$ cat config.mk
export PLATFORM = sky130hd
export DESIGN_NAME = ctd_click_detector
export DESIGN_NICKNAME = d
export VERILOG_FILES = /design/src/verilog/ctd_click_detector.v
export VERILOG_INCLUDE_DIRS = /design/src /design/src/verilog
export SDC_FILE = /design/constraint.sdc
export NUM_CORES = 1
export LEC_CHECK = 0
export BUFFER_PORTS_ARGS = -buffer_cell sky130_fd_sc_hd__buf_4
export CELL_PAD_IN_SITES_DETAIL_PLACEMENT = 0
export CELL_PAD_IN_SITES_GLOBAL_PLACEMENT = 1
export CORE_MARGIN = 3
export CORE_UTILIZATION = 36
export CTS_CLUSTER_DIAMETER = 30
export DETAILED_ROUTE_END_ITERATION = 16
export GPL_TIMING_DRIVEN = 1
export PLACE_DENSITY_LB_ADDON = 0.1
export SLEW_MARGIN = 40
export SYNTH_ARGS = -nofsm -noshare
export SYNTH_HDL_FRONTEND = slang
export SYNTH_SLANG_ARGS = --single-unit
$ cat constraint.sdc
create_clock -name sys_clk_in -period 6.5 [get_ports sys_clk_in]
set_clock_uncertainty 0.15 [all_clocks]
set_input_delay 0.975 -clock sys_clk_in [delete_from_list [all_inputs] [get_ports sys_clk_in]]
set_output_delay 0.975 -clock sys_clk_in [all_outputs]
set_load 0.01 [all_outputs]
$ cat src/verilog/ctd_consts.vh
`ifndef CTD_CONSTS_VH
`define CTD_CONSTS_VH
// ****************************************
// Register offsets
// ****************************************
`define CTD_ADDR_IRQ1_ROUTE 8'h22
`define CTD_ADDR_CLICK_CFG 8'h38
`define CTD_ADDR_CLICK_SRC 8'h39
`define CTD_ADDR_THRESHOLD 8'h3A
`define CTD_ADDR_TIME_LIMIT 8'h3B
`define CTD_ADDR_QUIET 8'h3C
`define CTD_ADDR_WINDOW 8'h3D
// ****************************************
// Field positions
// ****************************************
`define CTD_BIT_CLICK_IRQ1 7
`define CTD_BIT_GEN1_IRQ1 6
`define CTD_BIT_READY_A_IRQ1 4
`define CTD_BIT_READY_B_IRQ1 3
`define CTD_BIT_FILL_IRQ1 2
`define CTD_BIT_OVFL_IRQ1 1
`define CTD_ROUTE_MASK 8'hDE
`define CTD_CFG_MASK 8'h3F
`define CTD_THS_MASK 8'h7F
// ****************************************
// Reset values
// ****************************************
`define CTD_RST_BYTE 8'h00
`define CTD_RST_CNT 8'h00
`define CTD_CNT_ONE 8'h01
`define CTD_CNT_MAX 8'hFF
`endif

$ cat src/verilog/ctd_click_detector.v
`timescale 1ns/10ps
`include "ctd_consts.vh"

// Function
// - Per-axis click status bits, set on click
// - Threshold resets zero, LSB is fullscale/128
// - Detection starts when an enabled axis rises above threshold
// - Threshold is an unsigned magnitude
// - Click needs fall below within limit
// - Double mode: latency suppresses detection
// - Second click must start within window
// - Gap beyond latency plus window rejected
// - Click routed to pin one when enabled
// - Generator one routed when enabled
// - Two data-ready sources each routable
// - Fill level and overflow flags routable
// - Latched until source read, else latency
// - Second starts on crossing or still above
// - Separate single and double enables per axis
// - Pin one is OR of routed sources
module ctd_click_detector (
  // Clock and reset
  input wire sys_clk_in,
  input wire rst_b_in,
  // Register port
  input wire reg_wr_in,
  input wire reg_rd_in,
  input wire [7:0] reg_addr_in,
  input wire [7:0] reg_wdata_in,
  output reg [7:0] reg_rdata_out,
  // Samples, one strobe per output sample
  input wire sample_strobe_in,
  input wire [15:0] axis1_in,
  input wire [15:0] axis2_in,
  input wire [15:0] axis3_in,
  input wire latch_click_interrupt_in,
  // Other interrupt sources
  input wire generator1_irq_in,
  input wire sample_ready_a_in,
  input wire sample_ready_b_in,
  input wire fill_level_flag_in,
  input wire buffer_overflow_flag_in,
  // Interrupt pin and click interrupt
  output reg interrupt_pin_one_out,
  output reg click_irq_out
);

  localparam [4:0] ST_IDLE = 5'h01;
  localparam [4:0] ST_FIRST = 5'h02;
  localparam [4:0] ST_QUIET = 5'h04;
  localparam [4:0] ST_WIN = 5'h08;
  localparam [4:0] ST_SECOND = 5'h10;

  reg [7:0] route_r;
  reg [5:0] cfg_r;
  reg [6:0] ths_r;
  reg [7:0] limit_r;
  reg [7:0] quiet_r;
  reg [7:0] window_r;
  reg [6:0] src_r;
  reg [4:0] st_r;
  reg [4:0] st_nxt;
  reg [7:0] cnt_r;
  reg [7:0] cnt_nxt;
  reg [2:0] axes_r;
  reg [2:0] prev_hit_r;
  reg sign_r;
  reg irq_hold_r;
  reg [7:0] hold_cnt_r;
  reg single_ev;
  reg double_ev;
  reg timeout_clear;
  wire [14:0] mag1;
  wire [14:0] mag2;
  wire [14:0] mag3;
  wire [2:0] above;
  wire [2:0] en_any;
  wire [2:0] hit;
  wire any_hit;
  wire start_hit;
  wire any_single;
  wire any_double;
  wire hit_sign;
  wire src_read;
  wire [14:0] ths_scaled;

  // ****************************************
  // Threshold compare
  // ****************************************
  // Full 15-bit magnitude; threshold LSB is full scale/128
  assign mag1 = axis1_in[15] ? (~axis1_in[14:0] + 15'h0001)
                              : axis1_in[14:0];
  assign mag2 = axis2_in[15] ? (~axis2_in[14:0] + 15'h0001)
                              : axis2_in[14:0];
  assign mag3 = axis3_in[15] ? (~axis3_in[14:0] + 15'h0001)
                              : axis3_in[14:0];
  assign ths_scaled = {ths_r, 8'h00};
  assign above = {mag3 > ths_scaled, mag2 > ths_scaled,
                  mag1 > ths_scaled};
  assign en_any = {cfg_r[5] | cfg_r[4], cfg_r[3] | cfg_r[2],
                   cfg_r[1] | cfg_r[0]};
  assign hit = above & en_any;
  assign any_hit = |hit;
  // Start needs a rising crossing, not a held level
  assign start_hit = |(hit & ~prev_hit_r);
  assign any_single = |({cfg_r[4], cfg_r[2], cfg_r[0]} & axes_r);
  assign any_double = |({cfg_r[5], cfg_r[3], cfg_r[1]} & axes_r);
  assign hit_sign = hit[0] ? axis1_in[15] :
                    hit[1] ? axis2_in[15] : axis3_in[15];
  assign src_read = reg_rd_in && (reg_addr_in == `CTD_ADDR_CLICK_SRC);

  // ****************************************
  // Click state machine
  // ****************************************
  always @* begin
    st_nxt = st_r;
    cnt_nxt = cnt_r;
    single_ev = 1'b0;
    double_ev = 1'b0;
    timeout_clear = 1'b0;
    if (sample_strobe_in) begin
      cnt_nxt = cnt_r + `CTD_CNT_ONE;
      case (st_r)
        ST_IDLE: begin
          cnt_nxt = `CTD_RST_CNT;
          if (start_hit) begin
            st_nxt = ST_FIRST;
          end
        end
        ST_FIRST: begin
          if (!any_hit) begin
            cnt_nxt = `CTD_RST_CNT;
            single_ev = any_single;
            st_nxt = any_double ? ST_QUIET : ST_IDLE;
          end else if (cnt_r >= limit_r) begin
            st_nxt = ST_IDLE;
          end
        end
        ST_QUIET: begin
          if (cnt_r >= quiet_r) begin
            cnt_nxt = `CTD_RST_CNT;
            // Still above at latency end starts second click
            st_nxt = any_hit ? ST_SECOND : ST_WIN;
          end
        end
        ST_WIN: begin
          if (any_hit) begin
            cnt_nxt = `CTD_RST_CNT;
            st_nxt = ST_SECOND;
          end else if (cnt_r >= window_r) begin
            st_nxt = ST_IDLE;
          end
        end
        ST_SECOND: begin
          if (!any_hit) begin
            double_ev = 1'b1;
            st_nxt = ST_IDLE;
          end else if (cnt_r >= limit_r) begin
            st_nxt = ST_IDLE;
          end
        end
        default: begin
          st_nxt = ST_IDLE;
          cnt_nxt = `CTD_RST_CNT;
        end
      endcase
      if (st_nxt == ST_IDLE) begin
        cnt_nxt = `CTD_RST_CNT;
      end
    end
    if (!irq_hold_r || latch_click_interrupt_in) begin
      timeout_clear = 1'b0;
    end else if (sample_strobe_in && hold_cnt_r >= quiet_r) begin
      timeout_clear = 1'b1;
    end
  end

  always @(posedge sys_clk_in) begin
    if (!rst_b_in) begin
      st_r <= ST_IDLE;
      cnt_r <= `CTD_RST_CNT;
      axes_r <= 3'h0;
      sign_r <= 1'b0;
      prev_hit_r <= 3'h0;
    end else begin
      st_r <= st_nxt;
      cnt_r <= cnt_nxt;
      if (sample_strobe_in) begin
        prev_hit_r <= hit;
      end
      if (sample_strobe_in && any_hit &&
          ((st_r == ST_IDLE && start_hit) || st_r == ST_WIN ||
           (st_r == ST_QUIET && cnt_r >= quiet_r))) begin
        axes_r <= hit;
        sign_r <= hit_sign;
      end
    end
  end

  // ****************************************
  // Click source and interrupt hold
  // ****************************************
  always @(posedge sys_clk_in) begin
    if (!rst_b_in) begin
      src_r <= 7'h00;
      irq_hold_r <= 1'b0;
      hold_cnt_r <= `CTD_RST_CNT;
    end else if (single_ev || double_ev) begin
      // Set wins over a simultaneous read clear
      src_r <= {1'b1, double_ev, single_ev, sign_r,
                axes_r};
      irq_hold_r <= 1'b1;
      hold_cnt_r <= `CTD_RST_CNT;
    end else begin
      if (src_read) begin
        src_r <= 7'h00;
      end
      if (latch_click_interrupt_in) begin
        if (src_read) begin
          irq_hold_r <= 1'b0;
        end
      end else if (timeout_clear) begin
        irq_hold_r <= 1'b0;
      end
      if (sample_strobe_in && hold_cnt_r != `CTD_CNT_MAX) begin
        hold_cnt_r <= hold_cnt_r + `CTD_CNT_ONE;
      end
    end
  end

  // ****************************************
  // Registers and pin
  // ****************************************
  always @(posedge sys_clk_in) begin
    if (!rst_b_in) begin
      route_r <= `CTD_RST_BYTE;
      cfg_r <= 6'h00;
      ths_r <= 7'h00;
      limit_r <= `CTD_RST_BYTE;
      quiet_r <= `CTD_RST_BYTE;
      window_r <= `CTD_RST_BYTE;
      reg_rdata_out <= `CTD_RST_BYTE;
      interrupt_pin_one_out <= 1'b0;
      click_irq_out <= 1'b0;
    end else begin
      if (reg_wr_in) begin
        case (reg_addr_in)
          `CTD_ADDR_IRQ1_ROUTE:
            route_r <= reg_wdata_in & `CTD_ROUTE_MASK;
          `CTD_ADDR_CLICK_CFG: cfg_r <= reg_wdata_in[5:0];
          `CTD_ADDR_THRESHOLD: ths_r <= reg_wdata_in[6:0];
          `CTD_ADDR_TIME_LIMIT: limit_r <= reg_wdata_in;
          `CTD_ADDR_QUIET: quiet_r <= reg_wdata_in;
          `CTD_ADDR_WINDOW: window_r <= reg_wdata_in;
          default: begin
          end
        endcase
      end
      case (reg_addr_in)
        `CTD_ADDR_IRQ1_ROUTE: reg_rdata_out <= route_r;
        `CTD_ADDR_CLICK_CFG: reg_rdata_out <= {2'h0, cfg_r};
        `CTD_ADDR_CLICK_SRC: reg_rdata_out <= {1'b0, src_r};
        `CTD_ADDR_THRESHOLD: reg_rdata_out <= {1'b0, ths_r};
        `CTD_ADDR_TIME_LIMIT: reg_rdata_out <= limit_r;
        `CTD_ADDR_QUIET: reg_rdata_out <= quiet_r;
        `CTD_ADDR_WINDOW: reg_rdata_out <= window_r;
        default: reg_rdata_out <= `CTD_RST_BYTE;
      endcase
      click_irq_out <= irq_hold_r;
      interrupt_pin_one_out <=
        (route_r[`CTD_BIT_CLICK_IRQ1] & irq_hold_r) |
        (route_r[`CTD_BIT_GEN1_IRQ1] & generator1_irq_in) |
        (route_r[`CTD_BIT_READY_A_IRQ1] & sample_ready_a_in) |
        (route_r[`CTD_BIT_READY_B_IRQ1] & sample_ready_b_in) |
        (route_r[`CTD_BIT_FILL_IRQ1] & fill_level_flag_in) |
        (route_r[`CTD_BIT_OVFL_IRQ1] &
         buffer_overflow_flag_in);
    end
  end

endmodule

==> results of run 1 <==
[sequential cells by signal, indices dropped and copies added, names as in the netlist, 5 cells and up]
| signal | flops |
|---|---|
| limit_r | 8 |
| cfg_r | 6 |
| quiet_r | 8 |
| cnt_r | 8 |
| route_r | 6 |
| hold_cnt_r | 8 |
| reg_rdata_out | 8 |
| st_r | 5 |
| ths_r | 7 |
| window_r | 8 |
| src_r | 7 |
[metal layers]
layer  track usage  vias up
li1              -     2984
met1         0.266     2747
met2         0.307      119
met3        0.0331       14
met4        0.0312        0
met5             0        -
[metrics by stage]
| step | worst slack (ns) | instance area [µm²] | hold slack [ns] | instances | power (mW) |
|---|---|---|---|---|---|
| CTS | 1.15 | 7390 | 0.314 | 1081 | 1.24 |
| global placement | 0.993 | 7100 | 0.300 | 1065 | 0.733 |
| floorplan | 1.41 | 6300 | 0.282 | 789 | 0.659 |
| global route | 0.755 | 7390 | 0.348 | 1081 | 1.28 |
| finish | 1.10 | 7390 | 0.310 | 1081 | 1.22 |
| detailed placement | 0.827 | 7110 | 0.304 | 1065 | 0.736 |
[layout make-up]
class,instances,share of cell area
inverter,48,0.0244
tap,220,0.0372
sequential,89,0.241
clock buffer,9,0.0305
clock inverter,7,0.00846
timing repair buffer,86,0.0873
multi-input combinational,622,0.571
[placed cells by master (no fill, tap or decap), drive strengths merged, types with 38 or more instances in the layout]
cell type,instances
inv,50
mux2i,42
nor2,85
buf,86
o21ai,38
dfxtp,89
nand2,72
ha,58
nand3,38
a21oi,60
[power groups by stage]
| stage | sequential (mW) | clock [mW] | combinational (mW) |
|---|---|---|---|
| after floorplan | 0.561 | 0 | 0.0976 |
| after global placement | 0.563 | 0 | 0.170 |
| after detailed placement | 0.563 | 0 | 0.173 |
| after CTS | 0.550 | 0.514 | 0.174 |
| after global routing | 0.551 | 0.535 | 0.194 |
| final | 0.550 | 0.501 | 0.173 |
[worst reg2reg max path: stages, from the launching register on]
cell and delay (ns):
dfxtp_1 0.39, inv_1 0.13, ha_1 0.30, nand3_1 0.11, a211oi_1 0.23, nand4_1 0.14
a2111oi_2 0.48, o22ai_1 0.28, nor2_1 0.52, a211o_1 0.32, or2_1 0.26, o211ai_1 0.12
[cell usage after synthesis (all sizes together) (18+ instances only)]
library cell and count:
a21oi 60, clkbuf 25, dfxtp 89, ha 58, inv 47, mux2i 42, nand2 72, nand3 38
nor2 85, nor3 22, o21ai 38, xnor2 18
[kinds of logic (layout without fill, tap and decap cells)]
family / Yosys count / after routing / synth area share
buffers and inverters: 78 / 150 / 0.0478
DFF: 89 / 89 / 0.283
adders and majority gates: 58 / 58 / 0.115
xor gates and xnor gates: 33 / 33 / 0.0458
and+or+nand+nor: 301 / 301 / 0.238
muxes: 44 / 44 / 0.0738
AOI/OAI and AO/OA: 186 / 186 / 0.197
[path summary, 6_finish.rpt]
kind | start | to | slack (ns) | cells after the start
worst max-delay path | axis3_in[0] | cnt_r[2] | 1.10 | 18
worst min-delay path | sign_r | src_r[3] | 0.31 | 2
worst max register to register | ths_r[4] | cnt_r[2] | 2.96 | 11
worst min register to register | sign_r | src_r[3] | 0.31 | 2
==> flow_metrics.env, run 1 <==
export IMPL_hpwl_um=14400
export IMPL_timing_critical_path_arrival_ns=5.46
export IMPL_seq_power_share=0.449
export IMPL_slew_headroom=0.495
export IMPL_syn_to_final_growth_pct=17.3
export IMPL_place_congestion=0.833
export IMPL_pin_count=85
export IMPL_grt_util_all_layers=0.188
export IMPL_clkLatencyLatePin_ns=0.34
export IMPL_drt_total_wl_um=18400
export IMPL_drv_slew=0
export IMPL_post_synth_cell_area_avg_um2=7.99
export IMPL_htree_levels=3
export IMPL_die_x_um=138
export IMPL_numClockSinks=89
export IMPL_static_leakage_power_nw=2.77
export IMPL_capturing_element_type_of_the_critical_path="register"
export IMPL_clock_tree_buffer_depth=2
export IMPL_post_cts_resize_count=0
export IMPL_slowest_stage="nor2_1"
export IMPL_p_sw_frac=0.273
export IMPL_max_slew_worst_pin_slew_ns=0.751
export IMPL_core_area_mm2=0.0169
export IMPL_num_fill_cells=1699
export IMPL_syn_instance_count=789
export IMPL_row_count=47
export IMPL_synth_edf_count=0
export IMPL_drt_pass1_iter_count=4
export IMPL_synth_cell_area_mm2=0.00630
export IMPL_vias_per_cell=5.42
export IMPL_ys_top_cells_by_area="dfxtp_1 28%, ha_1 12%, mux2i_1 6.7%"
export IMPL_grt_remaining_overflow=0
export IMPL_timing_final_crit_share=0.830
export IMPL_tritoncts_clock_tree="done"
export IMPL_yosys_most_used_dff="dfxtp_1"
export IMPL_worst_hold_path_type="reg -> reg"
export IMPL_yosysSeqAreaShare=0.283
export IMPL_setup_viol=0
export IMPL_finalHoldViolations=0
export IMPL_die_h_um=138
export IMPL_route_layer_met1_wl_um=9160
export IMPL_post_route_cells_drive_above_1_share=0.142
export IMPL_grt_first_pass_wirelength_um=29800
export IMPL_highest_layer="met4"
export IMPL_vdd_ir_drop_worst_v=0.000156
export IMPL_synth_net_count=922
export IMPL_cts_made_buffers=9
export IMPL_outcome="finished clean"
export IMPL_finalSetupTns_ns=0
export IMPL_synth_cell_types=71
export IMPL_antenna_violating_nets_post_route=0
export IMPL_cts_setup_buffers=0
export IMPL_place_port_buffers=84
export IMPL_crit_path_cell_trace="buf_4 > inv_1 > ha_1 > or3b_2 > or4_1 > o21ai_0 > o21ai_0 > xor2_1 > ha_1 > nand4_1 > nor2_1 > o221ai_2 > a311oi_2 > nor2_2 > nor2_1 > a211o_1 > or2_1 > o211ai_1"
export IMPL_post_route_util=0.438
export IMPL_dieArea_mm2=0.0191
export IMPL_grt_max_degree=59
export IMPL_drc=0
export IMPL_power_net_switching_mw=0.334
export IMPL_multi_input_combinational_cell_area_mm2=0.00422
export IMPL_pwr_share_clk=0.410
export IMPL_detail_route_wl_per_cell_um=17.0
export IMPL_routed_wl_met3_um=752
export IMPL_critPathRequiredTime_ns=6.56
export IMPL_met2RoutedLength_um=8290
export IMPL_cell_internal_pwr_mw=0.890
export IMPL_postSynthRegisterBits=89
export IMPL_num_antenna_cells=0
export IMPL_vias_in_the_first_global_route=5715
export IMPL_crit_path_buf_inv_count=2
export IMPL_nNetsFinal=989
export IMPL_criticalPathCategory="in -> reg"
export IMPL_power_per_cell_area_mw_per_mm2=166
export IMPL_fmax_mhz=185
export IMPL_cts_clk_slew_worst_paths_ns=0.07
export IMPL_worst_path_max_fanout=9
export IMPL_synth_async_sr_flop_share=0
export IMPL_postCtsHoldBufs=0
export IMPL_period_minus_slack_ns=5.40
export IMPL_starting_density=0.374
export IMPL_cap_violations=0
export IMPL_kind_of_start_point_of_the_critical_path="input port"
export IMPL_setup_repair_after_global_routing_missed_its_margin="no"
export IMPL_regArea_mm2=0.00178
export IMPL_cp_top_family="simple AND/OR/NAND/NOR gates"
export IMPL_grt_antenna_before_repair=0
export IMPL_dr_total_vias=5864
export IMPL_yosys_warnings=0
export IMPL_clockRootBuffer="clkbuf_16"
export IMPL_synth_top_area_cell="dfxtp_1"
export IMPL_yosys_area_top_type_share=0.283
export IMPL_cp_slowest_stage_delay_ns=0.49
export IMPL_initialDrtViolationCount=301
export IMPL_combPwrFrac=0.141
No activity file was read; power rests on OpenSTA's default activity.
==> run 2: changes to the inputs <==
- clock period: 6.5 -> 4.7 ns (I/O delays scaled with it)
==> run 2 against run 1 <==
First-iteration DRC count down 13%. Sequential power up 38%. Sequential cell count unchanged. Via count up 2.8%. Highest routed layer unchanged.
==> flow_metrics.env, run 2 (synthesis results as in run 1) <==
export IMPL_post_route_cells_drive_above_1_share=0.182
export IMPL_holdPathEnd="src_r[4]"
export IMPL_tritoncts_clock_tree="done"
export IMPL_worst_hold_path_type="reg -> reg"
export IMPL_finalHoldViolations=0
export IMPL_setup_viol=0
export IMPL_row_count=47
export IMPL_vdd_ir_drop_worst_v=0.000167
export IMPL_clock_tree_buffer_depth=2
export IMPL_numClockSinks=89
export IMPL_vias_in_the_first_global_route=5730
export IMPL_slew_headroom=0.565
export IMPL_place_congestion=0.863
export IMPL_cts_made_buffers=9
export IMPL_power_per_cell_area_mw_per_mm2=222
export IMPL_final_cell_mix="123 x buf_4, 89 x dfxtp_1, 83 x nor2_1, 72 x nand2_1, 60 x a21oi_1"
export IMPL_htree_levels=3
export IMPL_rr_endpoint="cnt_r[7]"
export IMPL_core_area_mm2=0.0169
export IMPL_drt_total_wl_um=18800
export IMPL_worst_path_max_fanout=5
export IMPL_static_leakage_power_nw=2.96
export IMPL_setup_repair_after_global_routing_missed_its_margin="no"
export IMPL_ff2ff_setup_slack_ns=1.55
export IMPL_cts_clk_slew_worst_paths_ns=0.07
export IMPL_hold_depth=2
export IMPL_cap_violations=0
export IMPL_drv_slew=0
export IMPL_drt_pass1_iter_count=4
export IMPL_pin_count=85
export IMPL_num_antenna_cells=0
export IMPL_max_slew_worst_pin_slew_ns=0.650
export IMPL_grt_max_degree=59
export IMPL_dr_total_vias=6031
export IMPL_dieArea_mm2=0.0191
export IMPL_outcome="finished clean"
export IMPL_hp_start="src_r[4]"
export IMPL_starting_density=0.374
export IMPL_rr_startpoint="cnt_r[0]"
export IMPL_antenna_violating_nets_post_route=0
export IMPL_timing_final_crit_share=0.949
export IMPL_final_common_cell="buf_4"
export IMPL_kind_of_start_point_of_the_critical_path="input port"
export IMPL_postCtsHoldBufs=0
export IMPL_nNetsFinal=1026
export IMPL_finalWorstSetupSlack_ns=0.241
export IMPL_place_port_buffers=84
export IMPL_vias_per_cell=5.39
export IMPL_capturing_element_type_of_the_critical_path="register"
export IMPL_syn_to_final_growth_pct=22.1
export IMPL_die_h_um=138
export IMPL_period_minus_slack_ns=4.46
export IMPL_detail_route_wl_per_cell_um=16.8
export IMPL_pre_cts_slack_ns=-0.144
export IMPL_drc=0
export IMPL_die_x_um=138
export IMPL_grt_first_pass_wirelength_um=30100
export IMPL_clkLatencyLatePin_ns=0.35
export IMPL_worst_reg_to_reg_cells=11
export IMPL_timing_critical_path_arrival_ns=4.58
export IMPL_criticalPathCategory="in -> reg"
export IMPL_hpwl_um=14700
export IMPL_post_route_util=0.456
export IMPL_grt_remaining_overflow=0
export IMPL_fmax_mhz=224
export IMPL_grt_util_all_layers=0.191
export IMPL_grt_antenna_before_repair=0
export IMPL_clockRootBuffer="clkbuf_16"
export IMPL_critPathRequiredTime_ns=4.82
export IMPL_initialDrtViolationCount=263
## run 2: cell type report
class | instances | area (µm²)
clock buffers | 10 | 239
clock inverters | 6 | 47.5
fillers | 1717 | 9180
inverters | 48 | 180
multi-input cells | 622 | 4250
flip-flops and latches | 89 | 1780
well taps | 220 | 275
repair buffers | 123 | 923
## run 2: worst max path at each step
stage / slack [ns] / end / cells past startpoint / from
6_report: 0.24 / cnt_r[7] / 18 / axis3_in[1]
3_3_place_gp: -0.1 / cnt_r[7] / 18 / axis3_in[0]
4_1_cts: 0.19 / cnt_r[2] / 19 / axis3_in[0]
3_5_place_dp: -0.14 / cnt_r[7] / 18 / axis3_in[0]
5_1_grt: 0.01 / cnt_r[7] / 18 / axis3_in[1]
2_1_floorplan: 0.03 / cnt_r[7] / 17 / axis3_in[0]
## run 2: worst max-delay path: stages
cell and delay, ns:
buf_4 0.11, buf_4 0.13, or3_1 0.38, nor3_1 0.30, nand3b_1 0.17, o21ai_0 0.24, nand2_1 0.10, xor2_1 0.17
ha_1 0.31, nand4_1 0.12, nor2_1 0.15, o221ai_2 0.11, a311oi_2 0.33, nor2_2 0.10, o2111a_1 0.26, a211o_1 0.28
or4_4 0.53, o211ai_2 0.08
## run 2: power by group
part / switching (mW) / internal [mW] / total [mW]
registers: 0.00440 / 0.757 / 0.761
logic: 0.136 / 0.119 / 0.255
clock network: 0.318 / 0.379 / 0.696
## run 2: routing by layer
| layer | track usage | routed length [µm] | up-vias |
|---|---|---|---|
| met1 | 0.272 | 9490 | 2862 |
| li1 | - | - | 3046 |
| met5 | 0 | 0 | - |
| met4 | 0.0296 | 96 | 0 |
| met3 | 0.0318 | 722 | 7 |
| met2 | 0.310 | 8490 | 116 |
## run 2: stage by stage
step / power, mW / TNS (ns) / cells / hold slack [ns] / cell area [µm²]
6_report: 1.71 / 0 / 1118 / 0.322 / 7700
3_5_place_dp: 1.03 / -0.731 / 1101 / 0.311 / 7380
2_1_floorplan: 0.911 / 0 / 789 / 0.282 / 6310
3_3_place_gp: 1.03 / -0.219 / 1101 / 0.303 / 7380
4_1_cts: 1.73 / 0 / 1117 / 0.321 / 7670
5_1_grt: 1.79 / 0 / 1118 / 0.347 / 7700
## run 2: repair_timing
action                     4_1_cts  5_1_grt
setup endpoints to repair        0        8
gates resized for setup          0        6
setup buffers                    0        1
